### src/design/from_pkg.sv
package from_pkg;

  // flag register layout: bits 0..7 follow machine status, 8..15 are program flags
  localparam int FLAG_W = 16;
  localparam int FLAG_SEL_W = 4;
  localparam int BIT_ALWAYS = 0;
  localparam int BIT_ZERO = 1;
  localparam int BIT_GT = 2;
  localparam int BIT_LT = 3;
  localparam int BIT_CARRY = 4;
  localparam int BIT_OVF = 5;
  localparam int BIT_BUSY = 6;
  localparam int BIT_INTEN = 7;
  localparam int BIT_PROG0 = 8;

  localparam logic [FLAG_W-1:0] FLAGS_RST = 16'h0001;
  // bits software and flag instructions may change; always-true, busy and enable excluded
  localparam logic [FLAG_W-1:0] FLAGS_PROG_MASK = 16'hff3e;
  // arithmetic bits recomputed after every instruction (overflow is sticky instead)
  localparam logic [FLAG_W-1:0] FLAGS_ARITH_MASK = 16'h001e;

  localparam int WORD_W = 32;
  localparam int ADDR_W = 8;

  // register byte offsets
  localparam logic [ADDR_W-1:0] OFS_FLAGS = 8'h00;
  localparam logic [ADDR_W-1:0] OFS_SAVE_MAIN = 8'h04;
  localparam logic [ADDR_W-1:0] OFS_SAVE_EXP = 8'h08;
  localparam logic [ADDR_W-1:0] OFS_SAVE_FRAC = 8'h0c;
  localparam logic [ADDR_W-1:0] OFS_SAVE_EXT = 8'h10;
  localparam logic [ADDR_W-1:0] OFS_STATUS = 8'h14;

  // status register bit positions
  localparam int ST_XFER_TAKE = 0;
  localparam int ST_NORM_EN = 1;
  localparam int ST_SAVE_VALID = 2;
  localparam int ST_UNNORM_SEEN = 3;

  localparam logic [1:0] RESP_OKAY = 2'h0;
  localparam logic [1:0] RESP_SLVERR = 2'h2;

  typedef enum logic [1:0] {
    FROM_ACT_NONE = 2'h0,
    FROM_ACT_SET = 2'h1,
    FROM_ACT_RESET = 2'h2,
    FROM_ACT_TRIGGER = 2'h3
  } from_act_t;

  typedef enum logic [3:0] {
    FROM_KIND_HALT_JUMP = 4'h1,
    FROM_KIND_EXEC = 4'h2,
    FROM_KIND_LINK = 4'h4,
    FROM_KIND_JUMP = 4'h8
  } from_kind_t;

  // the four accumulator component registers
  typedef struct packed {
    logic [WORD_W-1:0] main_word;
    logic [WORD_W-1:0] acc_exponent_part;
    logic [WORD_W-1:0] acc_fraction_part;
    logic [WORD_W-1:0] ext_word;
  } from_acc_t;

  // decoded instruction at the moment it starts
  typedef struct packed {
    logic start;
    logic save_mod;
    logic unnorm_mod;
    logic arith_or_shift;
    logic float_op;
    logic no_norm_class;
  } from_instr_t;

  // result of an executed instruction
  typedef struct packed {
    logic done;
    logic upd_arith;
    logic [WORD_W-1:0] word;
    logic carry;
    logic ovf;
  } from_result_t;

  // flag test-and-transfer request
  typedef struct packed {
    logic valid;
    from_kind_t kind;
    logic [FLAG_SEL_W-1:0] sel;
    logic negate;
    from_act_t act;
  } from_flag_op_t;

  typedef struct packed {
    logic [FLAG_W-1:0] flags;
    from_acc_t save;
    logic save_valid;
    logic xfer_valid;
    logic xfer_take;
    from_kind_t xfer_kind;
    logic norm_en;
    logic unnorm_seen;
    logic aw_got;
    logic [ADDR_W-1:0] awaddr;
    logic w_got;
    logic [WORD_W-1:0] wdata;
    logic [3:0] wstrb;
    logic bvalid;
    logic [1:0] bresp;
    logic rvalid;
    logic [WORD_W-1:0] rdata;
    logic [1:0] rresp;
  } from_state_t;

  localparam from_state_t ST_RST = '{flags: FLAGS_RST, xfer_kind: FROM_KIND_JUMP, default: '0};

endpackage : from_pkg

### src/design/from_flag_eval.sv
`timescale 1ns/1ps
`default_nettype none

module from_flag_eval (
  input wire logic [15:0] flags,
  input wire logic [3:0] sel,
  input wire logic negate,
  input wire logic [31:0] res_word,
  output logic cond,
  output logic res_zero,
  output logic res_gt,
  output logic res_lt
);

  always_comb begin
    // outcome depends only on the selected bit as it stands now
    cond = flags[sel] ^ negate; // RULE7 RULE12
    res_zero = (res_word == 32'h0000_0000); // RULE4
    res_lt = res_word[31]; // RULE4
    res_gt = !res_zero && !res_word[31]; // RULE4
  end

endmodule : from_flag_eval
`default_nettype wire

### src/design/from_flag_unit.sv
`timescale 1ns/1ps
`default_nettype none

// Overview of operation
// RULE1: a sixteen-bit flag register is kept and tested by conditional transfers.
// RULE2: eight bits follow machine status; the other eight change only by program.
// RULE3: bits: always-true, zero, greater, less, carry, overflow, busy, enable, eight program.
// RULE4: zero flag set exactly on zero result; sign flags follow result sign.
// RULE5: arithmetic flags except overflow are recomputed after each instruction; program may set.
// RULE6: overflow stays set until a program test of it clears it. Here a bus write to the flag register with bit 5 clear also clears it.
// RULE7: test-and-transfer outcome comes only from the selected flag bit.
// RULE8: save modifier on arithmetic or shift copies accumulator before execution.
// RULE9: save copy holds main word, exponent, fraction and extension together.
// RULE10: floating operations normalize unless the unnormalized modifier is given.
// RULE11: unnormalized modifier accepted everywhere, no effect on compare or store classes.
// RULE12: negate modifier makes the action happen when the flag is clear.
// RULE13: in link and jump, only transfer is conditional; set, reset, trigger always happen.
// RULE14: always-true bit reads one and ignores every write.
// RULE15: save holds pre-instruction accumulator while flags show the post-instruction result.
module from_flag_unit (
  input wire logic aclk,
  input wire logic aresetn,
  // register bus
  input wire logic [7:0] s_axi_awaddr,
  input wire logic [2:0] s_axi_awprot,
  input wire logic s_axi_awvalid,
  output logic s_axi_awready,
  input wire logic [31:0] s_axi_wdata,
  input wire logic [3:0] s_axi_wstrb,
  input wire logic s_axi_wvalid,
  output logic s_axi_wready,
  output logic [1:0] s_axi_bresp,
  output logic s_axi_bvalid,
  input wire logic s_axi_bready,
  input wire logic [7:0] s_axi_araddr,
  input wire logic [2:0] s_axi_arprot,
  input wire logic s_axi_arvalid,
  output logic s_axi_arready,
  output logic [31:0] s_axi_rdata,
  output logic [1:0] s_axi_rresp,
  output logic s_axi_rvalid,
  input wire logic s_axi_rready,
  // core side
  input wire from_pkg::from_acc_t acc,
  input wire from_pkg::from_instr_t instr,
  input wire from_pkg::from_result_t result,
  input wire from_pkg::from_flag_op_t flag_op,
  input wire logic chan_busy,
  input wire logic int_enable,
  output logic [15:0] flags_out,
  output logic xfer_valid,
  output logic xfer_take,
  output from_pkg::from_kind_t xfer_kind,
  output logic norm_en,
  output from_pkg::from_acc_t save_out
);

  from_pkg::from_state_t st_r;
  from_pkg::from_state_t st_nxt;
  logic cond;
  logic res_zero;
  logic res_gt;
  logic res_lt;

  from_flag_eval u_eval (
    .flags(st_r.flags),
    .sel(flag_op.sel),
    .negate(flag_op.negate),
    .res_word(result.word),
    .cond(cond),
    .res_zero(res_zero),
    .res_gt(res_gt),
    .res_lt(res_lt)
  );

  // one write and one read in flight; a new address is refused while a response waits
  assign s_axi_awready = !st_r.aw_got && !st_r.bvalid;
  assign s_axi_wready = !st_r.w_got && !st_r.bvalid;
  assign s_axi_arready = !st_r.rvalid;
  assign s_axi_bvalid = st_r.bvalid;
  assign s_axi_bresp = st_r.bresp;
  assign s_axi_rvalid = st_r.rvalid;
  assign s_axi_rdata = st_r.rdata;
  assign s_axi_rresp = st_r.rresp;

  assign flags_out = st_r.flags;
  assign xfer_valid = st_r.xfer_valid;
  assign xfer_take = st_r.xfer_take;
  assign xfer_kind = st_r.xfer_kind;
  assign norm_en = st_r.norm_en;
  assign save_out = st_r.save;

  function automatic logic [31:0] read_mux(input from_pkg::from_state_t s,
                                           input logic [7:0] addr,
                                           output logic hit);
    logic [31:0] d;
    d = 32'h0000_0000;
    hit = 1'b1;
    case ({addr[7:2], 2'b00})
      from_pkg::OFS_FLAGS: begin
        d[15:0] = s.flags;
      end
      from_pkg::OFS_SAVE_MAIN: begin
        d = s.save.main_word;
      end
      from_pkg::OFS_SAVE_EXP: begin
        d = s.save.acc_exponent_part;
      end
      from_pkg::OFS_SAVE_FRAC: begin
        d = s.save.acc_fraction_part;
      end
      from_pkg::OFS_SAVE_EXT: begin
        d = s.save.ext_word;
      end
      from_pkg::OFS_STATUS: begin
        d[from_pkg::ST_XFER_TAKE] = s.xfer_take;
        d[from_pkg::ST_NORM_EN] = s.norm_en;
        d[from_pkg::ST_SAVE_VALID] = s.save_valid;
        d[from_pkg::ST_UNNORM_SEEN] = s.unnorm_seen;
      end
      default: begin
        hit = 1'b0;
      end
    endcase
    return d;
  endfunction : read_mux

  always_comb begin
    logic [15:0] wmask;
    logic [15:0] bit_sel;
    logic rd_hit;
    logic [31:0] rd_data;
    wmask = 16'h0000;
    bit_sel = 16'h0000;
    rd_hit = 1'b0;
    rd_data = 32'h0000_0000;
    st_nxt = st_r;

    // status bits follow the machine every cycle
    st_nxt.flags[from_pkg::BIT_BUSY] = chan_busy; // RULE2 RULE3
    st_nxt.flags[from_pkg::BIT_INTEN] = int_enable; // RULE2 RULE3

    // write channel: address and data may arrive in either order
    if (s_axi_awvalid && s_axi_awready) begin
      st_nxt.aw_got = 1'b1;
      st_nxt.awaddr = s_axi_awaddr;
    end
    if (s_axi_wvalid && s_axi_wready) begin
      st_nxt.w_got = 1'b1;
      st_nxt.wdata = s_axi_wdata;
      st_nxt.wstrb = s_axi_wstrb;
    end
    if (st_r.aw_got && st_r.w_got && !st_r.bvalid) begin
      st_nxt.aw_got = 1'b0;
      st_nxt.w_got = 1'b0;
      st_nxt.bvalid = 1'b1;
      st_nxt.bresp = from_pkg::RESP_OKAY;
      case ({st_r.awaddr[7:2], 2'b00})
        from_pkg::OFS_FLAGS: begin
          wmask = {{8{st_r.wstrb[1]}}, {8{st_r.wstrb[0]}}} & from_pkg::FLAGS_PROG_MASK;
          st_nxt.flags = (st_nxt.flags & ~wmask) | (st_r.wdata[15:0] & wmask); // RULE5 RULE14
        end
        // read-only registers accept and drop the data
        from_pkg::OFS_SAVE_MAIN, from_pkg::OFS_SAVE_EXP, from_pkg::OFS_SAVE_FRAC,
        from_pkg::OFS_SAVE_EXT, from_pkg::OFS_STATUS: begin
          st_nxt.bresp = from_pkg::RESP_OKAY;
        end
        default: begin
          st_nxt.bresp = from_pkg::RESP_SLVERR;
        end
      endcase
    end
    if (st_r.bvalid && s_axi_bready) begin
      st_nxt.bvalid = 1'b0;
    end

    // read channel answers one cycle after the address is taken
    if (s_axi_arvalid && s_axi_arready) begin
      rd_data = read_mux(st_r, s_axi_araddr, rd_hit);
      st_nxt.rvalid = 1'b1;
      st_nxt.rdata = rd_data;
      st_nxt.rresp = rd_hit ? from_pkg::RESP_OKAY : from_pkg::RESP_SLVERR;
    end
    if (st_r.rvalid && s_axi_rready) begin
      st_nxt.rvalid = 1'b0;
    end

    // flag test-and-transfer; instruction effects override a colliding bus write
    st_nxt.xfer_valid = 1'b0;
    if (flag_op.valid) begin
      st_nxt.xfer_valid = 1'b1;
      st_nxt.xfer_take = cond; // RULE7 RULE12 RULE13
      st_nxt.xfer_kind = flag_op.kind;
      bit_sel = 16'h0001 << flag_op.sel;
      // testing overflow is the program's way to clear it
      if (flag_op.sel == from_pkg::BIT_OVF) begin
        st_nxt.flags[from_pkg::BIT_OVF] = 1'b0; // RULE6
      end
      // modification is unconditional; fixed bits are not in the mask
      bit_sel = bit_sel & from_pkg::FLAGS_PROG_MASK; // RULE2 RULE14
      case (flag_op.act)
        from_pkg::FROM_ACT_SET: begin
          st_nxt.flags = st_nxt.flags | bit_sel; // RULE13
        end
        from_pkg::FROM_ACT_RESET: begin
          st_nxt.flags = st_nxt.flags & ~bit_sel; // RULE13
        end
        from_pkg::FROM_ACT_TRIGGER: begin
          st_nxt.flags = st_nxt.flags ^ bit_sel; // RULE13
        end
        default: begin
          st_nxt.flags = st_nxt.flags;
        end
      endcase
    end

    // save and normalization are decided as the instruction starts,
    // so the copy holds the accumulator from before it runs
    if (instr.start) begin
      if (instr.save_mod && instr.arith_or_shift) begin
        st_nxt.save = acc; // RULE8 RULE9 RULE15
        st_nxt.save_valid = 1'b1;
      end
      // compare and store classes never normalize, so the modifier is moot there
      st_nxt.norm_en = instr.float_op && !instr.no_norm_class && !instr.unnorm_mod; // RULE10 RULE11
      st_nxt.unnorm_seen = instr.float_op && instr.unnorm_mod; // RULE11
    end

    // result flags land after the instruction; an overflow beats any same-cycle clear
    if (result.done) begin
      if (result.upd_arith) begin
        st_nxt.flags = st_nxt.flags & ~from_pkg::FLAGS_ARITH_MASK; // RULE5
        st_nxt.flags[from_pkg::BIT_ZERO] = res_zero; // RULE4 RULE15
        st_nxt.flags[from_pkg::BIT_GT] = res_gt; // RULE4
        st_nxt.flags[from_pkg::BIT_LT] = res_lt; // RULE4
        st_nxt.flags[from_pkg::BIT_CARRY] = result.carry; // RULE5
      end
      if (result.ovf) begin
        st_nxt.flags[from_pkg::BIT_OVF] = 1'b1; // RULE6
      end
    end

    st_nxt.flags[from_pkg::BIT_ALWAYS] = 1'b1; // RULE14 RULE1
  end

  always_ff @(posedge aclk) begin
    if (!aresetn) begin
      st_r <= from_pkg::ST_RST;
    end else begin
      st_r <= st_nxt;
    end
  end

endmodule : from_flag_unit
`default_nettype wire

### config.mk
export PLATFORM = sky130hd
export DESIGN_NAME = from_flag_unit
export DESIGN_NICKNAME = d
export VERILOG_FILES = /design/src/design/from_pkg.sv /design/src/design/from_flag_eval.sv /design/src/design/from_flag_unit.sv
export SDC_FILE = /design/constraint.sdc
export NUM_CORES = 1
export LEC_CHECK = 0
export BUFFER_PORTS_ARGS = -buffer_cell sky130_fd_sc_hd__buf_2
export CAP_MARGIN = 20
export CORE_AREA = 2 2 171 173
export DETAILED_ROUTE_END_ITERATION = 12
export DIE_AREA = 0 0 173 175
export PLACE_DENSITY = 0.66
export REMOVE_ABC_BUFFERS = 1
export SLEW_MARGIN = 20
export SYNTH_ARGS = -nofsm -noshare
export SYNTH_HDL_FRONTEND = slang
export SYNTH_SLANG_ARGS = --single-unit
### constraint.sdc
create_clock -name aclk -period 2.78 [get_ports aclk]
set_clock_uncertainty 0.1 [all_clocks]
set_input_delay 0.695 -clock aclk [delete_from_list [all_inputs] [get_ports aclk]]
set_output_delay 0.695 -clock aclk [all_outputs]
set_load 0.05 [all_outputs]
==> reports/metrics.csv <==
stage;metric;value;unit
finish;share of cells above drive strength 1;0.339;
global_route;first-pass GRT wire length;54600;microns
placed_design;input/output buffers;406;
critical_path;start point of the critical path;st_r[77];
finish;layout overhead on the synthesized area;18.1;%
yosys;total standard cell area after synthesis;10900;sq um
routing;final routed wirelength across all metal layers;36200;microns
sta;Worst Hold Margin;0.260;ns
sta;setup repair after global routing missed its margin;true;
global_route;number of global-route vias before repair;9762;
power;Max VDD drop;387;uV
yosys;largest area contributor in the netlist;dfxtp_1;
clock_network;register clock-pin slew on the reported worst setup and hold paths;0.06;ns
die;horizontal die dimension;173;microns
global_route;largest net degree at the start of global routing;129;
finish;Final Cell Area;12900;sq um
clock_network;buffer cell driving the clock tree root;clkbuf_16;
outcome;status;finished clean;
yosys;Seq/Total Area, Yosys;0.388;
die;chip height;175;microns
placed_design;RePlAce Congestion;0.831;
yosys;Ys Warns;0;
power;leak pwr;0.00578;uW
finish;area of the multi-input gates;4840;sq um
die;initial core utilization;0.383;
sta;hold violation count in the final report;0;
sta;actual transition at the worst max-transition pin;0.643;ns
sta;Setup TNS;0;ns
global_route;global-route usage over all layers;0.227;
finish;share of the core filled with cells;0.453;
critical_path;signal arrival time at the worst endpoint;2.91;ns
yosys;cell count after synthesis;1358;
routing;Routed Antenna Nets;0;
clock_network;TritonCTS clock tree;built;
die;placeable core area;28400;sq um
finish;Sequential cell area;4220;sq um
sta;clock period minus final worst setup slack;2.60;ns
yosys;Primary FF master, synth;dfxtp_1;
critical_path;type of element launching the critical path;register;
sta;max-slew violation count;0;
die;die area;30300;sq um
job;number of max-cap violations;0;
yosys;ranking of synthesized cells by area;dfxtp_1, buf_4, nand2_1;
yosys;area share of the leading cell type in the synthesized netlist;0.388;
sta;maximum clock frequency;0.385;GHz
die;row count;62;
yosys;Post-synth top cells;nand2_1, dfxtp_1, buf_4;
yosys;number of unique standard cell types used by synthesis;55;
routing;via density per instance;5.22;
critical_path;required time at the endpoint of the critical path;3.10;ns
routing;Avg WL per Cell;18.5;microns
die;number of top-level design ports;441;
clock_network;Max clock buf depth;3;
routing;Iter 0 DRT Violations;717;
routing;drc violations;0;
routing;detailed-routing iteration count for the pre-antenna-repair pass;6;
routing;met1 layer wirelength in the final routing;14300;microns
min_path;type of the most critical hold path;primary input to register;
critical_path;critical path endpoint category;register;
finish;Layout Nets;1827;
placed_design;standard cell area after detailed placement;12000;sq um
finish;filler cell count in the final layout;2859;
power;total power after layout;7890;uW
sta;final worst path period share;0.933;
sta;setup-violating endpoint count in the final report;0;
yosys;proportion of register bits with asynchronous set or reset after synthesis;0;
critical_path;type of the setup path with the least slack;register to register;
yosys;number of flip-flops and latches in the synthesized netlist;211;
placed_design;post-detail-place hpwl;26800;microns
routing;Routed met2 length;17500;microns
global_route;GR Overflow Total;0;
global_route;antenna violations before repair;2;
critical_path;CP Max Fanout;8;
critical_path;RR Startpoint;st_r[77];
clock_network;Clk Latency, worst-skew pair;0.52;ns
clock_network;hold buffer count at cts;0;
power;pwr/cell area;614;nW/um^2
clock_network;level count of the clock H-tree;1;
routing;wire length on met3;3390;microns
yosys;EDFF count, synth;0;
routing;via total after detailed routing;10200;
yosys;top-count cell post-synth;nand2_1;
min_path;worst min-delay path startpoint;s_axi_rready;
finish;number of antenna repair diodes;0;
clock_network;total clock buffers created by CTS;25;
yosys;mean instance size in the synthesized netlist;8.01;sq um
routing;top routing layer used;met4;
clock_network;TritonCTS Sinks;211;
sta;Max transition margin;0.571;
[timing repair]
item / CTS / global route
gates resized for setup: 0 / 3
setup endpoints to repair: 0 / 8
endpoints found under the hold margin: 0 / 0
buffers inserted: 0 / 0
[metal layers]
layer	GRT usage	vias to the layer above
met1	0.278	4775
met3	0.0535	64
met5	0	-
li1	-	4851
met2	0.392	516
met4	0.0759	0
[per-stage QoR]
stage / std cells / setup slack (ns)
global placement: 1909 / 0.133
global route: 1954 / -0.00282
floorplan: 1080 / -1.96
finish: 1954 / 0.185
detailed placement: 1909 / 0.0461
CTS: 1954 / 0.0210
[final cells by class]
cell class              instances  area share
clock buffers                  39      0.0598
repair buffers                445       0.187
flip-flops and latches        211       0.329
inverters                      19     0.00594
multi-input cells             850       0.377
clock inverters                 6     0.00496
well taps                     384      0.0374
[kinds of logic (layout without fill, tap and decap cells)]
logic type | count (synthesis) | after routing | share of synthesized area
buffers and inverters | 298 | 509 | 0.171
other | 2 | 3 | 0.000690
adder cells (fa/ha/maj) | 26 | 26 | 0.0299
AO/OA/AOI/OAI | 262 | 262 | 0.143
XOR/XNOR | 1 | 1 | 0.000805
multiplexers | 60 | 60 | 0.0620
AND/OR/NAND/NOR | 498 | 498 | 0.204
flip-flops | 211 | 211 | 0.388
[report_power, final]
part | switching (uW) | total (uW) | internal (uW)
sequential | 130 | 3290 | 3160
combinational | 899 | 1310 | 414
clock | 1310 | 3290 | 1980
[final timing paths]
path                                       to  depth (start not counted)  slack, ns
worst max-delay path            flags_out[15]                         10       0.18
worst min-delay path             s_axi_rvalid                          2       0.26
worst max register to register  flags_out[15]                         10       0.18
worst min register to register       st_r[53]                          2       0.36
[worst max-delay path: stages (launching register included)]
cell and delay (ns):
dfxtp_1 0.32, nor3_1 0.28, buf_4 0.19, nand4_4 0.24, mux2i_2 0.30, inv_1 0.07, ha_1 0.27, mux2_2 0.26
nand2_1 0.07, o21ai_0 0.07, a221oi_1 0.32
[flip-flops by register name, indices dropped and copies added (netlist names)]
name and count:
s_axi_rresp 1, xfer_take 1, st_r 25, norm_en 1
s_axi_bvalid 1, s_axi_rvalid 1, s_axi_bresp 1, xfer_valid 1
xfer_kind 4, s_axi_rdata 32, flags_out 15, save_out 128
[placed cells by master, fill, tap and decap left out, types with 3 or more instances in the layout]
| master | n |
|---|---|
| o211ai_1 | 6 |
| a222oi_1 | 12 |
| nand3_1 | 55 |
| nand4_1 | 36 |
| a22o_1 | 16 |
| and2_1 | 9 |
| a2bb2oi_1 | 4 |
| clkbuf_16 | 25 |
| a211oi_1 | 4 |
| conb_1 | 3 |
| mux4_2 | 3 |
| nand2_1 | 323 |
| mux2i_1 | 26 |
| buf_2 | 406 |
| inv_1 | 17 |
| buf_12 | 6 |
| dfxtp_1 | 211 |
| nor3_1 | 5 |
| a31oi_1 | 17 |
| nor4_1 | 8 |
| nor2_1 | 31 |
| clkbuf_8 | 9 |
| buf_4 | 33 |
| nor2b_1 | 6 |
| mux2_2 | 29 |
| a21oi_1 | 152 |
| nand2b_1 | 6 |
| ha_1 | 26 |
| clkbuf_1 | 5 |
| o21ai_0 | 32 |
| a221oi_1 | 11 |
(Power assumes the default switching activity.)
